`src/smc_defines.svh`:
```
// register map, field positions, reset values and counts of the spi controller
// included by the package users; definitions only
`ifndef SMC_DEFINES_SVH
`define SMC_DEFINES_SVH

// byte offsets on the register bus
`define SMC_OFS_CTL      4'h0
`define SMC_OFS_CFG      4'h4
`define SMC_OFS_DAT      4'h8
`define SMC_OFS_DIV      4'hC

// serial_control_reg fields
`define SMC_CTL_DONE     7
`define SMC_CTL_WRITE_COLLISION_FLAG     6
`define SMC_CTL_MODE_FAULT_FLAG     5
`define SMC_CTL_OVRN     4
`define SMC_CTL_SEL_HI   3
`define SMC_CTL_SEL_LO   2
`define SMC_CTL_TXBMT    1
`define SMC_CTL_EN       0

// configuration register fields
`define SMC_CFG_BUSY     7
`define SMC_CFG_MST      6
`define SMC_CFG_PHA      5
`define SMC_CFG_POL      4
`define SMC_CFG_SLVSEL   3
`define SMC_CFG_NSSIN    2
`define SMC_CFG_SRMT     1
`define SMC_CFG_RXBMT    0

// reset values
`define SMC_RST_SEL      2'h1
`define SMC_RST_DIV      8'h00
`define SMC_RST_RDATA    32'h0000_0000

// index of the last bit of a byte and clock half periods per byte
`define SMC_LAST_BIT     4'h7
`define SMC_HALF_EDGES   5'h10

`endif

```
`src/smc_pkg.sv`:
```
// types shared by the spi controller top and its clock generator
// no assumptions beyond the defines header
package smc_pkg;
  typedef logic [7:0] smc_byte_t;
  typedef enum logic [1:0] {
    SMC_SEL_3WIRE  = 2'b00,
    SMC_SEL_4W_IN  = 2'b01,
    SMC_SEL_OUT_LO = 2'b10,
    SMC_SEL_OUT_HI = 2'b11
  } smc_sel_t;
endpackage : smc_pkg

```
`src/smc_gen_if.sv`:
```
// carrier between the controller top and the master serial clock generator
// both ends run on core_clk
`timescale 1ns/1ns
interface smc_gen_if;
  logic              start;
  logic              abort;
  smc_pkg::smc_byte_t div;
  logic              cpol;
  logic              cpha;
  logic              sck;
  logic              busy;
  logic              shift_stb;
  logic              done_stb;
  modport ctl (output start, abort, div, cpol, cpha,
               input  sck, busy, shift_stb, done_stb);
  modport gen (input  start, abort, div, cpol, cpha,
               output sck, busy, shift_stb, done_stb);
endinterface : smc_gen_if

```
`src/smc_sck_gen.sv`:
```
// master serial clock generator: half period of div+1 core clocks
// assumes start arrives only while idle and abort drops it at once
`timescale 1ns/1ns
`include "smc_defines.svh"
module smc_sck_gen (
  // clock and reset
  input wire logic core_clk,
  input wire logic srst,
  // controller side
  smc_gen_if.gen   g
);
  import smc_pkg::*;

  logic [7:0] cnt_r;
  logic [4:0] edge_r;
  logic       run_r;
  logic       sck_r;

  wire        tick      = run_r & (cnt_r == g.div);
  wire [4:0]  edge_nxt  = edge_r + 5'h01;
  // phase 1 needs one more half period so the last bit is taken late
  wire [4:0]  last_edge = g.cpha ? (`SMC_HALF_EDGES + 5'h01) : `SMC_HALF_EDGES;
  wire        shift_pt  = g.cpha ? (edge_nxt[0] & (edge_nxt >= 5'h03))
                                 : ~edge_nxt[0];
  wire        toggle    = edge_nxt <= `SMC_HALF_EDGES;

  always_ff @(posedge core_clk) begin
    if (srst) begin
      run_r  <= 1'b0;
      cnt_r  <= 8'h00;
      edge_r <= 5'h00;
      sck_r  <= 1'b0;
    end else if (g.abort) begin
      run_r  <= 1'b0;
      cnt_r  <= 8'h00;
      edge_r <= 5'h00;
      sck_r  <= g.cpol;
    end else if (!run_r) begin
      run_r  <= g.start;
      cnt_r  <= 8'h00;
      edge_r <= 5'h00;
      sck_r  <= g.cpol;
    end else begin
      cnt_r <= tick ? 8'h00 : cnt_r + 8'h01;
      if (tick) begin
        edge_r <= edge_nxt;
        if (toggle) begin
          sck_r <= ~sck_r;
        end
        if (edge_nxt == last_edge) begin
          run_r <= 1'b0;
        end
      end
    end
  end

  assign g.sck       = sck_r;
  assign g.busy      = run_r;
  assign g.shift_stb = tick & shift_pt;
  assign g.done_stb  = tick & (edge_nxt == last_edge);
endmodule : smc_sck_gen

```
`src/smc_spi_ctrl.sv`:
```
// spi master/slave controller with avalon-mm register slave
// pins are sampled as synchronous to core_clk; pads resolve the enables
//
// Function
// miso not driven when disabled or when unselected four-wire slave
// three-wire slave always drives miso from shift register msb
// both data lines shift most significant bit first
// unselected four-wire slave ignores all serial clock activity
// select mode 00: three-wire, pin unused, slave always selected
// select mode 01: pin is input, selects slave, low faults master
// upper select bit set: pin output equals lower select bit
// select pin routed to a package pin except in three-wire mode
// master data write fills transmit buffer, starts transfer when shifter empty
// master shifts mosi, captures miso, moves byte to receive buffer
// every byte end sets sticky done flag until software clears it
// multi-master select low clears master and enable, sets mode fault
// master when master bit set; otherwise enabled block is slave
// slave counts clock edges, after eight bits flags done and stores
// slave never starts; writes double-buffered into the shift register
// four-wire slave active while select low; select fall clears counter
// external master lowers select two clocks before first edge
// three-wire slave counter cleared only by disable and re-enable
// a three-wire slave bus carries no other slave
// data write while transmit buffer full flags collision, is dropped
// slave byte with unread receive buffer flags overrun, keeps old
// idle clock level follows polarity bit; phase picks sample edge
// master clock equals core clock over two times divider plus one
// master samples miso one core clock before the mosi change edge
`timescale 1ns/1ns
`include "smc_defines.svh"
module smc_spi_ctrl (
  // clock and reset
  input  wire logic        core_clk,
  input  wire logic        srst,
  // avalon-mm register slave
  input  wire logic [3:0]  avs_address,
  input  wire logic        avs_read,
  input  wire logic        avs_write,
  input  wire logic [31:0] avs_writedata,
  input  wire logic [3:0]  avs_byteenable,
  output logic      [31:0] avs_readdata,
  output logic             avs_waitrequest,
  // serial clock pin
  input  wire logic        sck_i,
  output logic             sck_o,
  output logic             sck_oe,
  // master out slave in pin
  input  wire logic        mosi_i,
  output logic             mosi_o,
  output logic             mosi_oe,
  // master in slave out pin
  input  wire logic        miso_i,
  output logic             miso_o,
  output logic             miso_oe,
  // select pin
  input  wire logic        nss_i,
  output logic             nss_o,
  output logic             nss_oe,
  output logic             nss_routed
);
  import smc_pkg::*;

  smc_gen_if gif ();

  // register state
  logic      en_r, mst_r, cpha_r, cpol_r;
  smc_sel_t  mode_r;
  logic      done_r, write_collision_flag_r, mode_fault_flag_r, ovrn_r;
  smc_byte_t div_r;

  // data path state
  smc_byte_t tx_buf_r, rx_buf_r, shreg_r;
  logic      tx_full_r, rx_full_r, sh_full_r;
  logic [3:0] cnt_r;
  logic      in_bit_r;
  logic      miso_d_r;
  logic      sck_q_r, nss_q_r, slv_sel_r;

  // bus outputs and pin enables
  logic [31:0] rdata_r;
  logic        wait_r;
  logic        sck_oe_r, mosi_oe_r, miso_oe_r;
  logic        nss_o_r, nss_oe_r, nss_routed_r;

  // bus decode
  wire        req     = avs_read | avs_write;
  wire        fire    = req & ~wait_r;
  wire        wr      = fire & avs_write & avs_byteenable[0];
  wire        rd      = fire & avs_read;
  wire        hit_ctl = avs_address == `SMC_OFS_CTL;
  wire        hit_cfg = avs_address == `SMC_OFS_CFG;
  wire        hit_dat = avs_address == `SMC_OFS_DAT;
  wire        hit_div = avs_address == `SMC_OFS_DIV;
  wire        wr_ctl  = wr & hit_ctl;
  wire        wr_cfg  = wr & hit_cfg;
  wire        wr_dat  = wr & hit_dat;
  wire        wr_div  = wr & hit_div;
  wire        rd_dat  = rd & hit_dat;
  wire [7:0]  wd      = avs_writedata[7:0];

  // role and select decode
  wire is_master  = en_r & mst_r;
  wire is_slave   = en_r & ~mst_r;
  wire three_wire = mode_r == SMC_SEL_3WIRE;
  wire slave_act  = is_slave & (three_wire | ~nss_i);
  wire mode_fault = is_master & (mode_r == SMC_SEL_4W_IN) & ~nss_i;
  wire nss_fall   = ~three_wire & nss_q_r & ~nss_i;

  // slave clock edges, judged against the idle level
  wire lead_edge  = (sck_q_r == cpol_r) & (sck_i != cpol_r);
  wire trail_edge = (sck_q_r != cpol_r) & (sck_i == cpol_r);
  wire samp_edge  = slave_act & (cpha_r ? trail_edge : lead_edge);
  // the first shift edge of a byte is skipped so the msb stays on miso
  wire shf_edge   = slave_act & (cpha_r ? lead_edge : trail_edge)
                    & (cnt_r != 4'h0);
  wire slv_done   = samp_edge & (cnt_r == `SMC_LAST_BIT);
  wire mst_done   = is_master & gif.done_stb;

  // a byte always completes with its last bit still outside the shifter
  wire       last_in   = is_master ? miso_d_r : mosi_i;
  wire [7:0] rx_byte   = {shreg_r[6:0], last_in};
  wire       byte_done = mst_done | slv_done;

  // transmit buffer to shifter transfer
  wire mst_load = is_master & tx_full_r & ~sh_full_r & ~gif.busy;
  wire slv_load = is_slave & tx_full_r
                  & (slv_done | (~sh_full_r & (cnt_r == 4'h0)
                                 & ~samp_edge));
  wire load     = mst_load | slv_load;

  // data port write handling
  wire collide  = wr_dat & tx_full_r;
  wire tx_take  = wr_dat & ~tx_full_r;

  // receive buffer handling
  wire overrun  = slv_done & rx_full_r;
  wire rx_store = mst_done | (slv_done & ~rx_full_r);

  // status views
  wire busy_v   = gif.busy | (cnt_r != 4'h0);
  wire srmt_v   = is_master | ~sh_full_r;
  wire rxbmt_v  = is_master | ~rx_full_r;

  wire [7:0] ctl_v = {done_r, write_collision_flag_r, mode_fault_flag_r, ovrn_r, mode_r,
                      ~tx_full_r, en_r};
  wire [7:0] cfg_v = {busy_v, mst_r, cpha_r, cpol_r, slv_sel_r,
                      nss_i, srmt_v, rxbmt_v};
  wire [7:0] rsel  = hit_ctl ? ctl_v :
                     hit_cfg ? cfg_v :
                     hit_dat ? rx_buf_r :
                     hit_div ? div_r : 8'h00;

  // clock generator hookup
  assign gif.start = mst_load;
  assign gif.abort = ~is_master;
  assign gif.div   = div_r;
  assign gif.cpol  = cpol_r;
  assign gif.cpha  = cpha_r;

  smc_sck_gen u_gen (
    .core_clk (core_clk),
    .srst     (srst),
    .g        (gif.gen)
  );

  // bus handshake: one wait cycle, read data registered beside it
  always_ff @(posedge core_clk) begin
    if (srst) begin
      wait_r  <= 1'b1;
      rdata_r <= `SMC_RST_RDATA;
    end else begin
      wait_r  <= ~(req & wait_r);
      rdata_r <= {24'h00_0000, rsel};
    end
  end

  // control register; a fault outranks a software enable
  always_ff @(posedge core_clk) begin
    if (srst) begin
      en_r   <= 1'b0;
      mode_r <= smc_sel_t'(`SMC_RST_SEL);
    end else begin
      if (mode_fault) begin
        en_r <= 1'b0;
      end else if (wr_ctl) begin
        en_r <= wd[`SMC_CTL_EN];
      end
      if (wr_ctl) begin
        mode_r <= smc_sel_t'(wd[`SMC_CTL_SEL_HI:`SMC_CTL_SEL_LO]);
      end
    end
  end

  // sticky flags: writing 0 clears, writing 1 keeps, a new event wins
  always_ff @(posedge core_clk) begin
    if (srst) begin
      done_r <= 1'b0;
      write_collision_flag_r <= 1'b0;
      mode_fault_flag_r <= 1'b0;
      ovrn_r <= 1'b0;
    end else begin
      done_r <= byte_done
                | (done_r & (~wr_ctl | wd[`SMC_CTL_DONE]));
      write_collision_flag_r <= collide
                | (write_collision_flag_r & (~wr_ctl | wd[`SMC_CTL_WRITE_COLLISION_FLAG]));
      mode_fault_flag_r <= mode_fault
                | (mode_fault_flag_r & (~wr_ctl | wd[`SMC_CTL_MODE_FAULT_FLAG]));
      ovrn_r <= overrun
                | (ovrn_r & (~wr_ctl | wd[`SMC_CTL_OVRN]));
    end
  end

  // configuration and divider registers
  always_ff @(posedge core_clk) begin
    if (srst) begin
      mst_r  <= 1'b0;
      cpha_r <= 1'b0;
      cpol_r <= 1'b0;
      div_r  <= `SMC_RST_DIV;
    end else begin
      if (mode_fault) begin
        mst_r <= 1'b0;
      end else if (wr_cfg) begin
        mst_r <= wd[`SMC_CFG_MST];
      end
      if (wr_cfg) begin
        cpha_r <= wd[`SMC_CFG_PHA];
        cpol_r <= wd[`SMC_CFG_POL];
      end
      if (wr_div) begin
        div_r <= wd;
      end
    end
  end

  // transmit buffer
  always_ff @(posedge core_clk) begin
    if (srst) begin
      tx_buf_r  <= 8'h00;
      tx_full_r <= 1'b0;
    end else if (tx_take) begin
      tx_buf_r  <= wd;
      tx_full_r <= 1'b1;
    end else if (load) begin
      tx_full_r <= 1'b0;
    end
  end

  // receive buffer; a read in the same cycle as a store leaves it full
  always_ff @(posedge core_clk) begin
    if (srst) begin
      rx_buf_r  <= 8'h00;
      rx_full_r <= 1'b0;
    end else if (rx_store) begin
      rx_buf_r  <= rx_byte;
      rx_full_r <= 1'b1;
    end else if (rd_dat) begin
      rx_full_r <= 1'b0;
    end
  end

  // shift register, shared by both roles
  always_ff @(posedge core_clk) begin
    if (srst) begin
      shreg_r <= 8'h00;
    end else if (load) begin
      shreg_r <= tx_buf_r;
    end else if (is_master & gif.shift_stb) begin
      shreg_r <= {shreg_r[6:0], miso_d_r};
    end else if (shf_edge) begin
      shreg_r <= {shreg_r[6:0], in_bit_r};
    end
  end

  // shifter occupancy: a sampling edge of an active slave also marks it in use
  always_ff @(posedge core_clk) begin
    if (srst | ~en_r) begin
      sh_full_r <= 1'b0;
    end else if (load) begin
      sh_full_r <= 1'b1;
    end else if (byte_done) begin
      sh_full_r <= 1'b0;
    end else if (samp_edge) begin
      sh_full_r <= 1'b1;
    end
  end

  // slave bit counter; in three-wire mode only disabling clears it
  always_ff @(posedge core_clk) begin
    if (srst | ~en_r) begin
      cnt_r <= 4'h0;
    end else if (nss_fall) begin
      cnt_r <= 4'h0;
    end else if (samp_edge) begin
      cnt_r <= slv_done ? 4'h0 : cnt_r + 4'h1;
    end
  end

  // pin history; miso_d_r holds the pin one clock back for the master
  always_ff @(posedge core_clk) begin
    if (srst) begin
      sck_q_r   <= 1'b0;
      nss_q_r   <= 1'b1;
      slv_sel_r <= 1'b0;
      in_bit_r  <= 1'b0;
      miso_d_r  <= 1'b0;
    end else begin
      sck_q_r   <= sck_i;
      nss_q_r   <= nss_i;
      slv_sel_r <= ~nss_q_r;
      miso_d_r  <= miso_i;
      if (samp_edge) begin
        in_bit_r <= mosi_i;
      end
    end
  end

  // pin enables and select output
  always_ff @(posedge core_clk) begin
    if (srst) begin
      sck_oe_r     <= 1'b0;
      mosi_oe_r    <= 1'b0;
      miso_oe_r    <= 1'b0;
      nss_o_r      <= 1'b1;
      nss_oe_r     <= 1'b0;
      nss_routed_r <= 1'b1;
    end else begin
      sck_oe_r     <= is_master;
      mosi_oe_r    <= is_master;
      miso_oe_r    <= slave_act;
      nss_o_r      <= mode_r[0];
      nss_oe_r     <= mode_r[1];
      nss_routed_r <= ~three_wire;
    end
  end

  assign avs_readdata    = rdata_r;
  assign avs_waitrequest = wait_r;
  assign sck_o           = gif.sck;
  assign sck_oe          = sck_oe_r;
  assign mosi_o          = shreg_r[7];
  assign mosi_oe         = mosi_oe_r;
  assign miso_o          = shreg_r[7];
  assign miso_oe         = miso_oe_r;
  assign nss_o           = nss_o_r;
  assign nss_oe          = nss_oe_r;
  assign nss_routed      = nss_routed_r;
endmodule : smc_spi_ctrl

```
`config.mk`:
```
export PLATFORM = sky130hd
export DESIGN_NAME = smc_spi_ctrl
export DESIGN_NICKNAME = d
export VERILOG_FILES = /design/src/smc_pkg.sv /design/src/smc_gen_if.sv /design/src/smc_sck_gen.sv /design/src/smc_spi_ctrl.sv
export VERILOG_INCLUDE_DIRS = /design/src
export SDC_FILE = /design/constraint.sdc
export NUM_CORES = 1
export LEC_CHECK = 0
export BUFFER_PORTS_ARGS = -buffer_cell sky130_fd_sc_hd__buf_2
export CORE_ASPECT_RATIO = 2
export CORE_UTILIZATION = 43
export DETAILED_ROUTE_END_ITERATION = 8
export GPL_TIMING_DRIVEN = 0
export PLACE_DENSITY_LB_ADDON = 0.08
export SLEW_MARGIN = 20
export SYNTH_ARGS = -nofsm -noshare
export SYNTH_HDL_FRONTEND = slang
export SYNTH_HIERARCHICAL = 1
export SYNTH_SLANG_ARGS = --single-unit
```
`constraint.sdc`:
```
create_clock -name core_clk -period 2.8 [get_ports core_clk]
set_input_delay 0.28 -clock core_clk [delete_from_list [all_inputs] [get_ports core_clk]]
set_output_delay 0.28 -clock core_clk [all_outputs]
set_load 0.005 [all_outputs]
```
=== Yosys cells after proc, flatten, opt, wreduce, memory -nomap -nowiden ===
Index checks and enable logic that the tools add are counted.

* Flip-flop bits (word level): 107
* RAM bits: 0
* Bits in latches: 0
* Memories: 0
* Word-level logic and storage cells: 171
* Bits in read-only memories: 0

* $mul: 0
* Equality and inequality tests: 13
* Mux-type cells: 27
* Bitwise operators: 78
* Shift operators: 0
* Reduce and logical (&&, ||, !) cells: 14
* Order comparisons: 2
* Add/sub/neg operators: 3
* Divide/modulo/power cells: 0

{| class="wikitable"
|+ Operator list
! cell !! count
|-
| two-way mux 8 bit || 7
|-
| bitwise AND 1 bit || 44
|-
| two-way mux 1 bit || 19
|-
| OR 1 bit || 18
|-
| inverter 1 bit || 16
|-
| adder 8 x 1 -> 8 bit (second input constant) || 1
|-
| equality test 4 x 3 -> 1 bit (second input constant) || 2
|-
| equality test 4 bit (second input constant) || 2
|-
| equality test 8 bit || 1
|-
| logical NOT 4 bit || 2
|-
| != test 3 bit (second input constant) || 2
|-
| nonzero test 3 bit || 2
|-
| OR reduction 2 bit || 3
|-
| adder 5 x 1 -> 5 bit (second input constant) || 1
|-
| equality test 5 bit || 1
|-
| greater-or-equal comparator 5 x 2 -> 1 bit (second input constant) || 1
|-
| <= comparator 5 bit (second input constant) || 1
|-
| adder 4 x 1 -> 4 bit (second input constant) || 1
|-
| two-way mux 4 bit || 1
|-
| nonzero test 2 bit || 2
|-
| nonzero test 4 bit || 1
|-
| OR reduction 4 bit || 1
|-
| OR reduction 3 bit || 1
|-
| equality test 1 bit || 2
|-
| other kinds (4) || 5
|}

=== Depth between registers and ports, before layout ===
Gate-level depths: netlist of run 1.

* Depth after elaboration: 11
* Mapped depth: 11
* Mapped depth without buffers: 11

=== Cells and area by module ===
Netlist of run 1, hierarchy kept.

{| class="wikitable"
|+ By module, submodules not included
! module !! cells an instance !! area each (µm²) !! instances !! seq. area each (µm²)
|-
| smc_spi_ctrl || 336 || 3,120.5 || 1 || 1,361.3
|-
| smc_sck_gen || 105 || 893.4 || 1 || 300.3
|}

=== Worst setup path after synthesis of run 1 ===
OpenSTA, ideal clock, no wires.

* Kind: register to register
* Start: register u_gen.edge_r[0]
* End: register shreg_r[0]
* Clock period less this slack: 2.293 ns
* Setup time: 0.121 ns
* Required time: 2.679 ns
* Setup slack: 0.507 ns
* Data arrival time: 2.172 ns
* Cell stages (with the launch flop): 11
* Cells stage by stage: dfxtp_1 > buf_2 > inv_1 > ha_1 > o21ai_0 > o311ai_0 > a21oi_1 > nand3_1 > o31ai_4 > o211a_1 > mux2_2

* Longest elaborated chain between the ends: 8

{| class="wikitable"
|+ Ends and longest elaborated chain
! element !! line !! source
|-
| start, declared || smc_sck_gen.sv:15 || <nowiki>logic [4:0] edge_r;</nowiki>
|-
| start signal, assigned || smc_sck_gen.sv:46 || <nowiki>edge_r <= edge_nxt;</nowiki>
|-
| adder 5 x 1 -> 5 bit * || smc_sck_gen.sv:20 || <nowiki>wire [4:0] edge_nxt = edge_r + 5'h01;</nowiki>
|-
| via u_gen.edge_nxt[0] || smc_sck_gen.sv:20 ||
|-
| greater-or-equal comparator 5 x 2 -> 1 bit || smc_sck_gen.sv:23 || <nowiki>wire shift_pt = g.cpha ? (edge_nxt[0] & (edge_nxt >= 5'h03))</nowiki>
|-
| bitwise AND 1 bit || smc_sck_gen.sv:23 ||
|-
| two-way mux 1 bit * || smc_sck_gen.sv:23 ||
|-
| bitwise AND 1 bit * || smc_sck_gen.sv:59 || <nowiki>assign g.shift_stb = tick & shift_pt;</nowiki>
|-
| via gif.shift_stb || smc_gen_if.sv:12 || <nowiki>logic shift_stb;</nowiki>
|-
| bitwise AND 1 bit * || smc_spi_ctrl.sv:268 || <nowiki>end else if (is_master & gif.shift_stb) begin</nowiki>
|-
| two-way mux 8 bit || smc_spi_ctrl.sv:268 ||
|-
| two-way mux 8 bit || smc_spi_ctrl.sv:266 || <nowiki>end else if (load) begin</nowiki>
|-
| end signal, assigned || smc_spi_ctrl.sv:267 || <nowiki>shreg_r <= tx_buf_r;</nowiki>
|-
| end signal, assigned || smc_spi_ctrl.sv:269 || <nowiki>shreg_r <= {shreg_r[6:0], miso_d_r};</nowiki>
|-
| end signal, assigned || smc_spi_ctrl.sv:271 || <nowiki>shreg_r <= {shreg_r[6:0], in_bit_r};</nowiki>
|-
| end, declared || smc_spi_ctrl.sv:72 || <nowiki>smc_byte_t tx_buf_r, rx_buf_r, shreg_r;</nowiki>
|}

Mark *: on every way through the listed nets, which the timed path passes. The rest lies on a longest branch.
A chain may end at the register's enable or synchronous reset.

=== Worst setup path in the final report of run 1 ===
Ends and elaborated chain as after synthesis.

==> results.tsv, run 1 <==
stage	metric	value	unit
status	outcome	complete, no violations	
yosys	number of warnings issued by yosys	6	
sta	Setup Skew	5.73	ps
critical_path	Worst Setup End Kind	flop	
critical_path	Worst Path Required	3030	ps
grt	maximum number of pins on one net before global-route repair	14	
yosys	Seq/Total Area, Yosys	41.4	%
critical_path	Crit path arrival time	2800	ps
min_path	path category of the worst min-delay check	in2reg	
sta	Slew Limit Fails	0	
routing	starting DRC count in detailed routing	159	
routing	post-DR vias/cell	5.26	
yosys	Synth cell types	68	
yosys	Synth Area per Inst	9.10	um^2
place	HPWL after DPL	8050	um
critical_path	type of origin of the critical path	flop	
critical_path	critical path startpoint	u_gen/edge_r[0]	
routing	First-pass DRT Iterations	4	
critical_path	depth of the most critical reg-to-reg path	10	
floorplan	die outline height	139	um
critical_path	reg2reg setup slack	230	ps
critical_path	reg2reg start	u_gen/edge_r[0]	
critical_path	endpoint of the most critical setup path	shreg_r[0]	
layout	post-layout instance area	4740	um^2
sta	setup repair after global routing missed its margin	no	
clock_tree	H-tree lvl count	3	
place	global placer's final weighted congestion	0.935	
grt	GR Overflow Total	0	
clock_tree	CTS tree	done	
sta	endpoints failing setup	0	
clock_tree	number of clock sinks seen by CTS	83	
place	post-placement cell area	4420	um^2
floorplan	die outline width	70.3	um
yosys	proportion of synthesized flip-flops having asynchronous set or reset	0	%
clock_tree	number of buffers inserted during clock tree synthesis	9	
critical_path	delay of the slowest cell on the worst path	370	ps
grt	overall routing resource usage	22.2	%
sta	post-route setup TNS	0	ps
sta	post-route clock period utilization	91.8	%
clock_tree	post-CTS setup buffer count	0	
sta	Worst Tran Pin Value	669	ps
sta	highest clock rate	0.389	GHz
routing	number of nets with antenna violations after routing	0	
sta	Final Hold Viols	0	
layout	share of post-route cells with drive strength above 1	22.6	%
critical_path	critical setup path kind	reg2reg	
power_and_ir_drop	leakage power summed over all cells	1.90	nW
grt	antenna violations before repair	0	
critical_path	capturing point of the worst reg2reg path	shreg_r[0]	
critical_path	Critical Path, Cell by Cell	buf_2 > inv_1 > ha_1 > o21ai_0 > o311ai_1 > a21oi_1 > nand3_1 > o31ai_4 > o211a_1 > mux2_2	
yosys	synthesized netlist cell count	441	
yosys	FF+latch count, synth	83	
layout	count of nets after finishing	566	
floorplan	standard-cell rows	49	
yosys	count of flip-flops with a built-in enable after synthesis	0	
place	# port buffers	38	
yosys	synthesized cell area	4010	um^2
routing	detail-routed net length per standard cell	16.4	um
yosys	Post-synth top flop	dfxtp_1	
floorplan	total die area	9750	um^2
grt	via count of the first global-routing pass	3215	
sta	fin crit period	2570	ps
grt	global-route wire length before repair	16400	um
power_and_ir_drop	ratio of total power to cell area	544	nW/um^2
sta	worst slack on hold paths	140	ps
power_and_ir_drop	worst ir drop on vdd	330	uV
job	MaxCap Viol Count	0	
critical_path	highest net fanout along the worst path	10	
layout	Ant. Diodes	0	
critical_path	worst-path cell with the longest stage delay	ha_1	
layout	number of fill cells in the layout	860	
floorplan	boundary pin count	90	
clock_tree	hold-fix buffers at CTS	0	
sta	Max-Slew Margin vs Limit	55.2	%
floorplan	total core area	9010	um^2
routing	DRC	0	
clock_tree	clock tree root buffer cell	clkbuf_16	
clock_tree	Clk pin slew, worst setup/hold paths	60	ps
routing	via count	3259	
layout	synth-to-layout area growth	18.0	%
clock_tree	later-pin clock latency in the skew report	340	ps
floorplan	effective utilization at floorplan	44.5	%
routing	sum of routed wire length over all layers	10200	um
clock_tree	maximum number of buffers from clock root to sink	2	
## power by group
part	leakage (nW)	switching (mW)	internal (mW)	total [mW]
combinational	1.08	0.0782	0.0518	0.130
sequential	0.670	0.00346	1.19	1.19
clock	0.154	0.462	0.796	1.26
total	1.90	0.544	2.04	2.58
## flip-flops by register name, summed over array words and instances, names as in the netlist, 2 cells and up
signal,count
u_gen/edge_r,5
shreg_r,8
u_gen/cnt_r,8
cnt_r,4
avs_readdata,8
div_r,8
tx_buf_r,8
rx_buf_r,8
mode_r,2
## final cells by class
type | count | area [um^2] | share of cell area, %
inverter | 9 | 33.8 | 0.713
multi-input combinational | 329 | 2130 | 44.9
clock buffer | 10 | 239 | 5.04
timing repair buffer | 38 | 190 | 4.01
clock inverter | 5 | 77.6 | 1.64
buffer | 43 | 282 | 5.94
tap | 102 | 128 | 2.69
sequential | 83 | 1660 | 35.1
## what timing repair did
item	4_1_cts	5_1_grt
gates resized for setup	0	2
endpoints found under the setup margin	0	1
hold endpoints to repair	0	0
## cells in the final DEF (no fill, tap or decap), types with 14 or more instances in the layout
master and n:
dfxtp_1 83, nor2_1 52, buf_2 41, nand2_1 37, mux2i_1 29, buf_4 28, a21oi_1 27, conb_1 24
nand3_1 20, xor2_1 14
## Yosys cell counts, types with 8 or more instances
library cell,count,share of area [%]
a21oi_1,27,3.4
nand3_1,20,2.5
xor2_1,14,3.1
nor2_1,52,4.9
mux2i_1,29,7.2
nand2_1,37,3.5
buf_4,28,5.2
nor2b_1,8,1.2
inv_1,9,0.84
clkbuf_1,8,0.75
o21ai_0,9,1.1
dfxtp_1,83,41
nor3_1,11,1.4
## metrics by stage
stage / setup WS (ps) / power [mW] / instances / util (%)
2_1_floorplan: 507 / 1.30 / 464 / -
3_3_place_gp: 201 / 1.35 / 604 / 49.0
3_5_place_dp: 200 / 1.35 / 604 / 49.0
4_1_cts: 175 / 2.60 / 619 / 52.5
5_1_grt: 17.4 / 2.67 / 619 / 52.6
6_report: 230 / 2.58 / 619 / 52.6
## critical path: cells and delay by family (launching register included)
family	cells	cell delay (ps)
adders and majority gates	1	370
and+or+nand+nor	1	190
AOI/OAI and AO/OA	5	1000
buffers and inverters	2	320
muxes	1	250
DFF	1	330
## how the worst min path moves through the flow
stage / from / cells past startpoint / slack [ps] / endpoint
after floorplan: srst / 1 / 350 / u_gen/g.sck
after global placement: nss_q_r / 1 / 410 / slv_sel_r
after detailed placement: nss_q_r / 1 / 410 / slv_sel_r
after CTS: avs_write / 2 / 130 / avs_waitrequest
after global routing: avs_write / 2 / 170 / avs_waitrequest
final: avs_write / 2 / 140 / avs_waitrequest
## layer usage
| layer | GRT usage (%) | part of all wire, % |
|---|---|---|
| met5 | 0 | 0 |
| met4 | 15.6 | 5.1 |
| met3 | 3.71 | 3.0 |
| met2 | 39.6 | 55 |
| met1 | 22.7 | 37 |
## cells by family (layout without fill, tap and decap cells)
group,after synthesis,in the layout,synth area share (%)
AOI/OAI and AO/OA,74,74,13.5
adders and majority gates,5,5,1.56
DFF,83,83,41.4
muxes,36,36,9.54
and+or+nand+nor,170,170,21.5
xor gates and xnor gates,20,20,4.55
buffers and inverters,52,105,7.86
other,1,24,0.0934
No activity file was read; power rests on OpenSTA's default activity.
==> run 2, diff against run 1 <==
Settings changed: CELL_PAD_IN_SITES_DETAIL_PLACEMENT from default to 0, CELL_PAD_IN_SITES_GLOBAL_PLACEMENT from default to 2, CORE_UTILIZATION 43 to 32.
==> results.tsv, run 2 (synthesis results as in run 1) <==
stage	metric	value	unit	change
routing	sum of routed wire length over all layers	11700	um	+15%
floorplan	total die area	13000	um^2	+34%
sta	setup repair after global routing missed its margin	no		
critical_path	type of origin of the critical path	flop		
layout	highest-count cells in the layout ignoring fill and taps	dfxtp_1 (83), nor2_1 (52), buf_2 (41)		
critical_path	Crit path arrival time	2770	ps	-30 ps
floorplan	boundary pin count	90		unchanged
sta	fin crit period	2540	ps	-31.4 ps
grt	overall routing resource usage	19.2	%	-3.0 points
status	outcome	complete, no violations		
min_path	path category of the worst min-delay check	in2reg		
floorplan	standard-cell rows	57		+16%
critical_path	reg2reg setup slack	260	ps	+30 ps
job	MaxCap Viol Count	0		unchanged
sta	post-route clock period utilization	90.7	%	-1.1 points
place	placed cell count	649		+7.5%
layout	most frequent standard cell in the layout excluding fill and tap cells	dfxtp_1		
layout	synth-to-layout area growth	19.4	%	
clock_tree	number of clock sinks seen by CTS	83		unchanged
clock_tree	number of buffers inserted during clock tree synthesis	9		unchanged
clock_tree	later-pin clock latency in the skew report	340	ps	about the same
routing	via count	3305		+1.4%
power_and_ir_drop	worst ir drop on vdd	331	uV	+0.35%
layout	fraction of the core area covered by cells at the end of the flow	39.3	%	-13 points
layout	combined area of the multi-input logic cells	2130	um^2	unchanged
place	HPWL after DPL	9100	um	+13%
critical_path	Worst Path Required	3030	ps	about the same
sta	slack of the critical path	261	ps	+31.4 ps
power_and_ir_drop	Total Power Consumption	2.52	mW	-2.3%
clock_tree	maximum number of buffers from clock root to sink	2		unchanged
layout	count of nets after finishing	567		+0.18%
grt	via count of the first global-routing pass	3286		+2.2%
sta	Setup Skew	8.04	ps	+2.31 ps
grt	global-route wire length before repair	18000	um	+9.2%
place	global placer's final weighted congestion	0.868		-7.1%
sta	post-route setup TNS	0	ps	unchanged
layout	Final Non-Filler Cells	666		+7.6%
layout	number of fill cells in the layout	1274		+48%
floorplan	die outline height	160	um	+16%
grt	maximum number of pins on one net before global-route repair	14		unchanged
routing	First-pass DRT Iterations	5		+1
clock_tree	clock tree root buffer cell	clkbuf_16		
min_path	Worst Hold Path EP	avs_waitrequest		
sta	Worst Tran Pin Value	746	ps	+77.2 ps
power_and_ir_drop	ratio of total power to cell area	526	nW/um^2	-3.4%
grt	GR Overflow Total	0		unchanged
floorplan	effective utilization at floorplan	32.9	%	-12 points
sta	Slew Limit Fails	0		unchanged
clock_tree	Clk pin slew, worst setup/hold paths	60	ps	about the same
floorplan	total core area	12200	um^2	+35%
routing	starting DRC count in detailed routing	112		-30%
critical_path	Worst Setup End Kind	flop		
sta	highest clock rate	0.394	GHz	+1.2%
critical_path	highest net fanout along the worst path	10		unchanged
layout	flip-flop and latch area	1660	um^2	unchanged
sta	worst slack on hold paths	145	ps	+4.78 ps
routing	number of nets with antenna violations after routing	0		unchanged
clock_tree	H-tree lvl count	3		unchanged
sta	Final Hold Viols	0		unchanged
routing	post-DR vias/cell	4.96		-5.7%
layout	Ant. Diodes	0		unchanged
routing	detail-routed net length per standard cell	17.6	um	+6.7%
critical_path	reg2reg start	u_gen/edge_r[0]		
critical_path	capturing point of the worst reg2reg path	shreg_r[0]		
critical_path	critical setup path kind	reg2reg		
place	# port buffers	38		unchanged
critical_path	depth of the most critical reg-to-reg path	10		unchanged
place	post-placement cell area	4470	um^2	+1.3%
sta	endpoints failing setup	0		unchanged
grt	antenna violations before repair	0		unchanged
clock_tree	CTS tree	done		
power_and_ir_drop	leakage power summed over all cells	1.89	nW	-0.39%
min_path	cell depth of the worst hold path	2		unchanged
layout	post-layout instance area	4790	um^2	+1.2%
layout	share of post-route cells with drive strength above 1	22.5	%	-0.087 points
floorplan	die outline width	81.2	um	+15%
place	Setup WS pre-CTS	154	ps	-45.8 ps
min_path	Hold Startpoint	avs_write		
routing	DRC	0		unchanged
sta	Max-Slew Margin vs Limit	50.0	%	-5.2 points
-- run 2: cell types whose count changed in the layout (fill, tap and decap cells not counted) --
cell / delta
buf_12: +1
bufinv_16: -1
o311ai_0: +1
clkinv_2: -1
clkinvlp_4: +1
clkbuf_1: +2
o311ai_1: -1
-- run 2: how the worst max path moves through the flow --
| stage | from | end | depth (start not counted) |
|---|---|---|---|
| 3_3_place_gp | u_gen/edge_r[1] | shreg_r[0] | 10 |
| 3_5_place_dp | u_gen/edge_r[1] | shreg_r[0] | 9 |
| 6_report | u_gen/edge_r[0] | shreg_r[0] | 10 |
| 5_1_grt | u_gen/cnt_r[1] | rx_buf_r[3] | 9 |
| 4_1_cts | u_gen/edge_r[1] | shreg_r[0] | 9 |
| 2_1_floorplan | u_gen/edge_r[0] | shreg_r[0] | 10 |
-- run 2: area by class of cell --
type                       instances  area share, %
buffer                            43           5.87
multi-input combinational        329           44.3
inverter                           9          0.705
tap                              147           3.84
timing repair buffer              39           4.39
sequential                        83           34.7
clock buffer                      12           5.14
clock inverter                     4           1.04
-- run 2: what timing repair did --
| item | 4_1_cts | 5_1_grt |
|---|---|---|
| hold buffers | 0 | 0 |
| resized for setup | 0 | 1 |
| buffers inserted | 0 | 1 |
| endpoints found under the setup margin | 0 | 4 |
-- run 2: power by group --
group	switching (mW)	internal [mW]	total [mW]	leakage, nW
Combinational	0.0830	0.0518	0.135	1.08
Sequential	0.00361	1.19	1.19	0.670
Clock	0.480	0.714	1.19	0.139
-- run 2: per-layer routing --
metal	GRT usage, %	routed length [um]
met1	19.1	4310
met2	36.3	6490
met3	2.61	329
met4	10.5	557
met5	0	0
-- run 2: worst max-delay path, stage by stage, from the launching register on --
cell	delay, ps
dfxtp_1	330
buf_2	220
inv_1	80
ha_1	380
o21ai_0	140
o311ai_0	330
a21oi_1	150
nand3_1	190
o31ai_4	120
o211a_1	240
mux2_2	260
